--- config.mk ---
export PLATFORM = sky130hd
export DESIGN_NAME = ccd_top
export DESIGN_NICKNAME = d
export VERILOG_FILES = /design/src/ccd_pkg.sv /design/src/ccd_top.sv
export SDC_FILE = /design/constraint.sdc
export NUM_CORES = 2
export LEC_CHECK = 0
export BUFFER_PORTS_ARGS = -buffer_cell sky130_fd_sc_hd__buf_2
export CORE_ASPECT_RATIO = 0.9
export CORE_MARGIN = 10
export CORE_UTILIZATION = 40
export DETAILED_ROUTE_END_ITERATION = 8
export HOLD_SLACK_MARGIN = 0.03
export SYNTH_ARGS = -nofsm -noshare
export SYNTH_HDL_FRONTEND = slang
export SYNTH_SLANG_ARGS = --single-unit
export TNS_END_PERCENT = 10
--- constraint.sdc ---
create_clock -name clk_sys -period 13.7 [get_ports clk_sys]
set_clock_uncertainty 0.1 [all_clocks]
set_input_delay 2.74 -clock clk_sys [delete_from_list [all_inputs] [get_ports clk_sys]]
set_output_delay 2.74 -clock clk_sys [all_outputs]
set_load 0.02 [all_outputs]
--- src/ccd_pkg.sv ---
// constants and types shared by the calibration coefficient datapath
package ccd_pkg;
    localparam int CW = 16;
    localparam int SW = 14;
    localparam int ZW = 24;
    // setup word addresses
    localparam logic [4:0] ADDR_SIGN = 5'h01;
    localparam logic [4:0] ADDR_BRIDGE = 5'h0f;
    localparam logic [4:0] ADDR_TEMP = 5'h10;
    localparam logic [15:0] WORD_RST = 16'h0000;
    localparam logic [15:0] RD_UNMAPPED = 16'h0000;
    // field positions inside the setup words and the gain coefficient
    localparam int GAIN_X8_BIT = 15;
    localparam int CURVE_BIT = 9;
    localparam int DRIFT_POL_TCO = 10;
    localparam int DRIFT_POL_TCG = 11;
    localparam int SQ_POL_BRIDGE = 12;
    localparam int SQ_POL_TEMP = 13;
    localparam int SQ_POL_TCO = 14;
    localparam int SQ_POL_TCG = 15;
    localparam int OFFS_SEL_LO = 0;
    localparam int OFFS_SEL_W = 4;
    localparam logic [3:0] OFFS_HALF_CODE = 4'h8;
    // fixed point scaling
    localparam int GAIN_FRAC = 13;
    localparam int SQ_SHIFT = 13;
    localparam int SOT_FRAC = 15;
    localparam logic [15:0] GAIN_UNITY = 16'h2000;
    localparam logic signed [23:0] UNSIGNED_SHIFT = 24'sh002000;
    typedef enum logic [1:0] {
        ST_IDLE,
        ST_SCALE,
        ST_SQUARE,
        ST_APPLY
    } ccd_state_e;
endpackage

--- src/ccd_top.sv ---
// calibration coefficient decode and correction datapath
// What this block does
// - gain words are unsigned fixed point, 2000 hex is one, bit 14 weighs two.
// - a set top gain bit multiplies the decoded gain by eight.
// - offset words are sixteen-bit two's complement numbers.
// - the signed offset is added to the fourteen-bit converter sample.
// - drift offset and gain are magnitudes signed by bits 11 to 10 of word 01.
// - every square term is a magnitude signed by bits 15 to 12 of word 01.
// - the curve select picks parabolic or S-shaped for bridge, temperature is parabolic.
// - in half offset mode the bridge sample is signed from -8192 to 8191.
// - the temperature sample is unsigned from 0 to 16383.
// - results are delivered in either sleep style or continuous update style.
// - the bridge result gets 2000 hex added, after the square step for S-shaped.
`timescale 1ns/1ps
`default_nettype none
module ccd_top (
    input wire logic clk_sys,
    input wire logic nrst,
    input wire logic cfg_wr_en,
    input wire logic [4:0] cfg_addr,
    input wire logic [15:0] cfg_wr_data,
    output logic [15:0] cfg_rd_data,
    input wire logic update_mode,
    input wire logic measure_req,
    input wire logic conv_valid,
    input wire logic conv_is_temp,
    input wire logic [13:0] raw_sample,
    input wire logic [15:0] gain_coeff,
    input wire logic [15:0] offset_coeff,
    input wire logic [15:0] square_coeff,
    input wire logic [15:0] tco_mag,
    input wire logic [15:0] tcg_mag,
    input wire logic [15:0] tco_square_mag,
    input wire logic [15:0] tcg_square_mag,
    output logic [17:0] gain_value,
    output logic signed [16:0] offset_sum,
    output logic signed [16:0] tco_signed,
    output logic signed [16:0] tcg_signed,
    output logic signed [16:0] tco_square_signed,
    output logic signed [16:0] tcg_square_signed,
    output logic signed [23:0] result,
    output logic result_valid,
    output logic result_is_temp,
    output logic busy
);
    // setup words
    logic [15:0] sign_word_q, sign_word_d;
    logic [15:0] bridge_setup_word_q, bridge_setup_word_d;
    logic [15:0] temp_setup_word_q, temp_setup_word_d;
    logic [15:0] rd_q, rd_d;

    always_comb begin
        sign_word_d = sign_word_q;
        bridge_setup_word_d = bridge_setup_word_q;
        temp_setup_word_d = temp_setup_word_q;
        // trimmed temperature fields are stored as written; keeping them is up to the host
        if (cfg_wr_en) begin
            case (cfg_addr)
                ccd_pkg::ADDR_SIGN: sign_word_d = cfg_wr_data;
                ccd_pkg::ADDR_BRIDGE: bridge_setup_word_d = cfg_wr_data;
                ccd_pkg::ADDR_TEMP: temp_setup_word_d = cfg_wr_data;
                default: sign_word_d = sign_word_q;
            endcase
        end
        case (cfg_addr)
            ccd_pkg::ADDR_SIGN: rd_d = sign_word_q;
            ccd_pkg::ADDR_BRIDGE: rd_d = bridge_setup_word_q;
            ccd_pkg::ADDR_TEMP: rd_d = temp_setup_word_q;
            default: rd_d = ccd_pkg::RD_UNMAPPED;
        endcase
    end

    always_ff @(posedge clk_sys or negedge nrst) begin
        if (!nrst) begin
            sign_word_q <= ccd_pkg::WORD_RST;
            bridge_setup_word_q <= ccd_pkg::WORD_RST;
            temp_setup_word_q <= ccd_pkg::WORD_RST;
            rd_q <= ccd_pkg::WORD_RST;
        end else begin
            sign_word_q <= sign_word_d;
            bridge_setup_word_q <= bridge_setup_word_d;
            temp_setup_word_q <= temp_setup_word_d;
            rd_q <= rd_d;
        end
    end
    assign cfg_rd_data = rd_q;

    // decode of the captured coefficients
    logic half_mode;
    logic start;
    logic armed_q, armed_d;
    ccd_pkg::ccd_state_e state_q, state_d;
    logic signed [14:0] sample_ext;
    logic [17:0] gain_dec;
    logic sot_neg;

    assign half_mode = bridge_setup_word_q[ccd_pkg::OFFS_SEL_LO +: ccd_pkg::OFFS_SEL_W]
        == ccd_pkg::OFFS_HALF_CODE;
    // sleep style waits for a request; update style takes every sample that arrives while idle
    assign start = (state_q == ccd_pkg::ST_IDLE) && conv_valid && (update_mode || armed_q);

    always_comb begin
        if (conv_is_temp) begin
            sample_ext = $signed({1'b0, raw_sample});
        end else if (half_mode) begin
            sample_ext = $signed({raw_sample[13], raw_sample});
        end else begin
            sample_ext = $signed({1'b0, raw_sample});
        end
        if (gain_coeff[ccd_pkg::GAIN_X8_BIT]) begin
            gain_dec = {gain_coeff[14:0], 3'b000};
        end else begin
            gain_dec = {3'b000, gain_coeff[14:0]};
        end
        sot_neg = conv_is_temp ? sign_word_q[ccd_pkg::SQ_POL_TEMP]
                               : sign_word_q[ccd_pkg::SQ_POL_BRIDGE];
    end

    function automatic logic signed [16:0] apply_sign(input logic neg, input logic [15:0] mag);
        logic signed [16:0] m;
        m = $signed({1'b0, mag});
        apply_sign = neg ? -m : m;
    endfunction

    // arithmetic state
    logic [17:0] gain_d;
    logic signed [16:0] sum_d, sot_q, sot_d;
    logic signed [16:0] tco_d, tcg_d, tco_sq_d, tcg_sq_d;
    logic is_temp_q, is_temp_d, s_curve_q, s_curve_d;
    logic signed [23:0] zb_q, zb_d, sq_q, sq_d, res_d;
    logic res_valid_d, busy_d;
    logic signed [18:0] gain_s;
    logic signed [35:0] prod;
    logic signed [23:0] zb_abs;
    logic signed [47:0] sq_full;
    logic signed [40:0] corr_full;
    logic signed [23:0] corr;

    assign gain_s = $signed({1'b0, gain_value});
    assign prod = gain_s * offset_sum;
    assign zb_abs = zb_q[ccd_pkg::ZW-1] ? -zb_q : zb_q;
    // S-shaped folds in the magnitude so the bend changes sign with the input
    assign sq_full = zb_q * (s_curve_q ? zb_abs : zb_q);
    assign corr_full = sot_q * sq_q;
    assign corr = corr_full[ccd_pkg::SOT_FRAC +: ccd_pkg::ZW];

    always_comb begin
        state_d = state_q;
        armed_d = armed_q;
        gain_d = gain_value;
        sum_d = offset_sum;
        sot_d = sot_q;
        tco_d = tco_signed;
        tcg_d = tcg_signed;
        tco_sq_d = tco_square_signed;
        tcg_sq_d = tcg_square_signed;
        is_temp_d = is_temp_q;
        s_curve_d = s_curve_q;
        zb_d = zb_q;
        sq_d = sq_q;
        res_d = result;
        res_valid_d = 1'b0;
        if (measure_req) begin
            armed_d = 1'b1;
        end
        case (state_q)
            ccd_pkg::ST_IDLE: begin
                if (start) begin
                    armed_d = measure_req;
                    gain_d = gain_dec;
                    sum_d = 17'(sample_ext) + 17'($signed(offset_coeff));
                    sot_d = apply_sign(sot_neg, square_coeff);
                    tco_d = apply_sign(sign_word_q[ccd_pkg::DRIFT_POL_TCO], tco_mag);
                    tcg_d = apply_sign(sign_word_q[ccd_pkg::DRIFT_POL_TCG], tcg_mag);
                    tco_sq_d = apply_sign(sign_word_q[ccd_pkg::SQ_POL_TCO], tco_square_mag);
                    tcg_sq_d = apply_sign(sign_word_q[ccd_pkg::SQ_POL_TCG], tcg_square_mag);
                    is_temp_d = conv_is_temp;
                    s_curve_d = !conv_is_temp && sign_word_q[ccd_pkg::CURVE_BIT];
                    state_d = ccd_pkg::ST_SCALE;
                end
            end
            ccd_pkg::ST_SCALE: begin
                zb_d = prod[ccd_pkg::GAIN_FRAC +: ccd_pkg::ZW];
                // parabolic bridge moves to the unsigned domain before squaring
                if (!is_temp_q && !s_curve_q) begin
                    zb_d = prod[ccd_pkg::GAIN_FRAC +: ccd_pkg::ZW] + ccd_pkg::UNSIGNED_SHIFT;
                end
                state_d = ccd_pkg::ST_SQUARE;
            end
            ccd_pkg::ST_SQUARE: begin
                sq_d = sq_full[ccd_pkg::SQ_SHIFT +: ccd_pkg::ZW];
                state_d = ccd_pkg::ST_APPLY;
            end
            ccd_pkg::ST_APPLY: begin
                res_d = zb_q + corr;
                if (s_curve_q) begin
                    res_d = zb_q + corr + ccd_pkg::UNSIGNED_SHIFT;
                end
                res_valid_d = 1'b1;
                state_d = ccd_pkg::ST_IDLE;
            end
            default: state_d = ccd_pkg::ST_IDLE;
        endcase
        busy_d = state_d != ccd_pkg::ST_IDLE;
    end

    always_ff @(posedge clk_sys or negedge nrst) begin
        if (!nrst) begin
            state_q <= ccd_pkg::ST_IDLE;
            armed_q <= 1'b0;
            gain_value <= '0;
            offset_sum <= '0;
            sot_q <= '0;
            tco_signed <= '0;
            tcg_signed <= '0;
            tco_square_signed <= '0;
            tcg_square_signed <= '0;
            is_temp_q <= 1'b0;
            s_curve_q <= 1'b0;
            zb_q <= '0;
            sq_q <= '0;
            result <= '0;
            result_valid <= 1'b0;
            busy <= 1'b0;
        end else begin
            state_q <= state_d;
            armed_q <= armed_d;
            gain_value <= gain_d;
            offset_sum <= sum_d;
            sot_q <= sot_d;
            tco_signed <= tco_d;
            tcg_signed <= tcg_d;
            tco_square_signed <= tco_sq_d;
            tcg_square_signed <= tcg_sq_d;
            is_temp_q <= is_temp_d;
            s_curve_q <= s_curve_d;
            zb_q <= zb_d;
            sq_q <= sq_d;
            result <= res_d;
            result_valid <= res_valid_d;
            busy <= busy_d;
        end
    end
    assign result_is_temp = is_temp_q;

    // checks
    AST_GAIN_UNITY: assert property (@(posedge clk_sys) disable iff (!nrst)
        start && gain_coeff == ccd_pkg::GAIN_UNITY |=> gain_value == 18'h02000)
        else $error("unity gain not decoded as one");
    AST_GAIN_X8: assert property (@(posedge clk_sys) disable iff (!nrst)
        start && gain_coeff[ccd_pkg::GAIN_X8_BIT] |=> gain_value[2:0] == 3'h0
            && gain_value[17:3] == $past(gain_coeff[14:0]))
        else $error("times eight gain not applied");
    AST_OFFSET_NEG: assert property (@(posedge clk_sys) disable iff (!nrst)
        start && conv_is_temp && offset_coeff == 16'hfffc
            |=> offset_sum == $signed({3'b000, $past(raw_sample)}) - 17'sd4)
        else $error("negative offset not added to temperature sample");
    AST_BRIDGE_SIGNED: assert property (@(posedge clk_sys) disable iff (!nrst)
        start && !conv_is_temp && half_mode && raw_sample[13] && offset_coeff == 16'h0000
            |=> offset_sum < 0)
        else $error("half mode bridge sample not signed");
    AST_DRIFT_SIGN: assert property (@(posedge clk_sys) disable iff (!nrst)
        start && sign_word_q[ccd_pkg::DRIFT_POL_TCG]
            |=> tcg_signed == -$signed({1'b0, $past(tcg_mag)}))
        else $error("drift gain polarity not applied");
    AST_DRIFT_POS: assert property (@(posedge clk_sys) disable iff (!nrst)
        start && !sign_word_q[ccd_pkg::DRIFT_POL_TCO]
            |=> tco_signed == $signed({1'b0, $past(tco_mag)}))
        else $error("positive drift offset altered");
    AST_SQ_SIGN: assert property (@(posedge clk_sys) disable iff (!nrst)
        start && !conv_is_temp && sign_word_q[ccd_pkg::SQ_POL_BRIDGE] && square_coeff != 16'h0000
            |=> sot_q < 0)
        else $error("bridge square term polarity not applied");
    AST_LATENCY: assert property (@(posedge clk_sys) disable iff (!nrst)
        start |=> !result_valid [*3] ##1 result_valid)
        else $error("result not delivered four cycles after start");
    AST_TEMP_PLAIN: assert property (@(posedge clk_sys) disable iff (!nrst)
        start && conv_is_temp && gain_coeff == ccd_pkg::GAIN_UNITY && offset_coeff == 16'h0000
            && square_coeff == 16'h0000 |-> ##4 result == $signed({10'h000, $past(raw_sample, 4)}))
        else $error("temperature result shifted or bent");
    AST_BRIDGE_SHIFT: assert property (@(posedge clk_sys) disable iff (!nrst)
        start && !conv_is_temp && !half_mode && gain_coeff == ccd_pkg::GAIN_UNITY
            && offset_coeff == 16'h0000 && square_coeff == 16'h0000
            |-> ##4 result == $signed({10'h000, $past(raw_sample, 4)}) + ccd_pkg::UNSIGNED_SHIFT)
        else $error("bridge result not moved to unsigned domain");
    AST_SLEEP_HOLD: assert property (@(posedge clk_sys) disable iff (!nrst)
        state_q == ccd_pkg::ST_IDLE && conv_valid && !update_mode && !armed_q |=> !busy)
        else $error("sleep style started without request");
    // a pending request must not be lost once a sample arrives
    AST_SLEEP_TAKE: assert property (@(posedge clk_sys) disable iff (!nrst)
        state_q == ccd_pkg::ST_IDLE && conv_valid && !update_mode && armed_q |=> busy)
        else $error("armed sleep style request not taken");
    // half offset mode must never leak into the temperature channel
    AST_TEMP_UNSIGNED: assert property (@(posedge clk_sys) disable iff (!nrst)
        start && conv_is_temp && offset_coeff == 16'h0000
            |=> offset_sum == $signed({3'b000, $past(raw_sample)}))
        else $error("temperature sample not taken as unsigned");
    AST_TEMP_PARABOLIC: assert property (@(posedge clk_sys) disable iff (!nrst)
        start && conv_is_temp |=> !s_curve_q)
        else $error("temperature correction not parabolic");
endmodule
`default_nettype wire

==> tab_implementation.tex <==
\begin{tabular}{lr}
\hline
Metric & Value \\
\hline
\multicolumn{2}{l}{\textbf{Yosys}} \\
\quad Syn avg cell area & 9.47 um2 \\
\quad Number of flops mapped to enable cells by yosys & 0 \\
\quad Cell types with the largest area share after synthesis & fa\_1 40\%, dfrtp\_1 13\%, ha\_1 10\%, inv\_1 8.9\%, and2\_1 5.5\% \\
\quad Share of flip-flops with an asynchronous set or reset after synthesis & 1.00 \\
\quad Yosys cell types & 73 \\
\quad List of most frequent post-synthesis cells & 1171 x inv\_1, 986 x fa\_1, 673 x nand2\_1 \\
\quad Yosys top cell by area & fa\_1 \\
\quad Commonest register cell after synthesis & dfrtp\_1 \\
\quad Simple-gate share of the synthesized area & 0.140 \\
\quad Synth Register Bits & 262 \\
\quad Post-synth top area share & 0.401 \\
\quad Share of the synthesized area in compound gates (AO/OA/AOI/OAI) & 0.0580 \\
\quad Net count after synthesis & 6740 \\
\quad Cell count after synthesis & 5201 \\
\quad Largest family of logic cells by synthesized area & adder cells \\
\quad XOR/XNOR share of the synthesized area & 0.0358 \\
\quad Post-synthesis adder-cell area fraction & 0.502 \\
\quad Yosys warning count & 0 \\
\quad Most frequently used cell type in the post-synthesis netlist & inv\_1 \\
\quad Post-synthesis sequential area ratio & 0.133 \\
\quad Syn Std Cell Area & 0.0493 mm2 \\
\quad Post-synthesis mux area share & 0.0257 \\
\multicolumn{2}{l}{\textbf{Setup path}} \\
\quad Maximum cell stage delay along the critical path & 690 ps \\
\quad Critical Path Source & sq\_q[11] \\
\quad Endpoint type of the worst setup path & flop \\
\quad Worst r2r path cells & 32 \\
\quad Cell with the largest stage delay on the worst path & dfrtp\_1 \\
\quad Crit path DAT & 10290 ps \\
\quad Most used cell along the critical path & fa\_1 \\
\quad Startpoint kind of the worst setup timing path & flop \\
\quad Required time reported for the critical path endpoint & 14080 ps \\
\quad R2r startpoint & sq\_q[11] \\
\quad Worst Path Max Fanout & 17 \\
\quad Internal reg-to-reg setup slack & 3790 ps \\
\quad Kind of critical path & flop to flop \\
\multicolumn{2}{l}{\textbf{Global route}} \\
\quad First-pass GRT wire length & 212000 um \\
\quad Final global-route overflow total & 0 \\
\quad Vias in the first global route & 38500 \\
\quad Number of antenna violations at the first check in global routing & 10 \\
\quad Maximum number of pins on one net before global-route repair & 152 \\
\quad Global Route Usage Sum & 0.191 \\
\multicolumn{2}{l}{\textbf{Min path}} \\
\quad Start point of the worst min-delay path & tcg\_signed[8] \\
\quad Hold depth & 2 \\
\quad Worst hold-check path type & flop to flop \\
\multicolumn{2}{l}{\textbf{CTS}} \\
\quad CTS tree & yes \\
\quad Number of CTS-inserted buffers & 35 \\
\quad Maximum count of clock buffers along a single path & 3 \\
\quad \# H-tree levels & 2 \\
\quad Post-CTS Setup Repair Bufs & 0 \\
\quad Worst skew pair latency & 580 ps \\
\quad Clock root buffer master & clkbuf\_16 \\
\quad CTS resizes & 0 \\
\quad Clock Sinks & 262 \\
\quad Hold bufs inserted after CTS & 0 \\
\quad Clock-pin slew reported for the worst setup and hold paths after clock tree synthesis & 60 ps \\
\multicolumn{2}{l}{\textbf{Final layout}} \\
\quad Layout Area Growth over Synthesis & 9.20\% \\
\quad \# nets final & 6932 \\
\quad Ratio of cells with drive above 1 in the final layout & 0.101 \\
\quad Core occupancy in the finished layout & 0.439 \\
\multicolumn{2}{l}{\textbf{Route}} \\
\quad Violation count after the first detailed-routing iteration & 1820 \\
\quad DRC violations left & 0 \\
\quad Routed length per placed instance & 18.2 um \\
\quad Via count normalized by instance count & 4.97 \\
\quad Pre-antenna DRT Iters & 7 \\
\quad Wirelength, routed & 128000 um \\
\quad Vias after detailed routing & 34900 \\
\quad Post-route antenna net violation count & 0 \\
\multicolumn{2}{l}{\textbf{Timing}} \\
\quad Final min period & 9910 ps \\
\quad Ratio of final minimum period to clock period & 0.724 \\
\quad Maximum achievable frequency & 101 MHz \\
\quad Worst slew margin relative to its limit & 0.208 \\
\quad Setup\_tns & 0 ps \\
\quad Setup repair after global routing missed its margin & false \\
\quad Final hold violations & 0 \\
\quad Final setup violation count & 0 \\
\quad Slew at the pin closest to its max-slew limit & 1190 ps \\
\quad Number of slew-limit violations in the final report & 0 \\
\multicolumn{2}{l}{\textbf{Place}} \\
\quad Global placer's final weighted congestion & 0.850 \\
\quad I/O Buffers & 299 \\
\quad Sum of net half-perimeters after detailed placement & 102000 um \\
\multicolumn{2}{l}{\textbf{Status}} \\
\quad Run status & finished, final reports clean \\
\multicolumn{2}{l}{\textbf{Die}} \\
\quad Vertical die dimension & 353 um \\
\quad Rows & 122 \\
\quad X dimension of the die & 390 um \\
\quad Ports & 300 \\
\quad Die Outline Area & 0.138 mm2 \\
\quad Effective utilization at floorplan & 0.402 \\
\quad Standard cell core area & 0.123 mm2 \\
\multicolumn{2}{l}{\textbf{Job}} \\
\quad Max Cap Violations & 0 \\
\hline
\end{tabular}
-- kinds of logic after synthesis --
group | after synthesis
and+or+nand+nor | 1416
adders and majority gates | 1385
buffers and inverters | 1381
AOI/OAI and AO/OA | 442
DFF | 262
xor gates and xnor gates | 200
muxes | 115
-- worst max-delay path: cells and delay by family (launching register included) --
family / cells / cell delay (ps)
AOI/OAI and AO/OA: 13 / 3080
xor gates and xnor gates: 3 / 660
adders and majority gates: 8 / 3670
buffers and inverters: 3 / 140
DFF: 1 / 690
and+or+nand+nor: 5 / 1460
-- final cells by class --
class,instances,area (um2)
timing repair buffer,364,2010
sequential,262,6560
tap,1612,2020
inverter,1172,4400
multi-input combinational,3558,37500
clock buffer,48,1030
antenna,3,7.51
fill,11900,68800
clock inverter,15,230
-- metal layers --
metal	vias to the layer above	track usage	part of all wire
met1	17800	0.256	0.44
met5	-	0	0.00083
met3	161	0.0442	0.071
met2	909	0.314	0.47
met4	16	0.0383	0.020
li1	16000	-	-
-- state kept, by name, indices dropped and copies added, names as in the netlist, 17 cells and up --
signal	count
tco_square_signed	17
zb_q	23
sot_q	17
gain_value	18
tcg_signed	17
result	24
tco_signed	17
tcg_square_signed	17
sq_q	24
offset_sum	17
-- metrics by stage --
step	instance area [um2]	setup slack, ps	cells	hold WS, ps
after floorplan	49300	4890	5201	350
after global placement	52500	4090	6968	357
after detailed placement	52500	3780	6968	369
after CTS	53800	3810	7031	385
after global routing	53800	3000	7032	404
final	53800	3790	7034	379
-- cell usage in the layout, fill, tap and decap left out, types with 11 or more instances in the layout --
cell,n
xnor2_1,120
clkbuf_8,11
o31ai_1,17
nor3_1,28
a222oi_1,16
o21ai_0,155
or3_1,22
and2_1,432
xor2_1,79
nand4_1,13
nand2b_1,42
dfrtp_1,262
inv_1,1171
clkbuf_16,35
a211oi_1,11
a21o_1,37
nand3_1,24
nand2_1,673
ha_1,398
buf_2,298
mux2_2,92
nor2_1,109
a31oi_1,15
a21oi_1,89
mux2i_1,23
fa_1,986
nor2b_1,20
o21a_1,14
buf_4,64
-- path summary, 6_finish.rpt --
kind                                        endpoint
min in group asynchronous       tco_square_signed[1]
worst min-delay path                   tcg_signed[8]
max in group asynchronous                 result[12]
worst max-delay path                      result[23]
worst max register to register            result[23]
worst min register to register         tcg_signed[8]
Power is left out: the tool's default activity adds up to more than one toggle a clock period on the data nets, which glitch-free logic cannot reach.
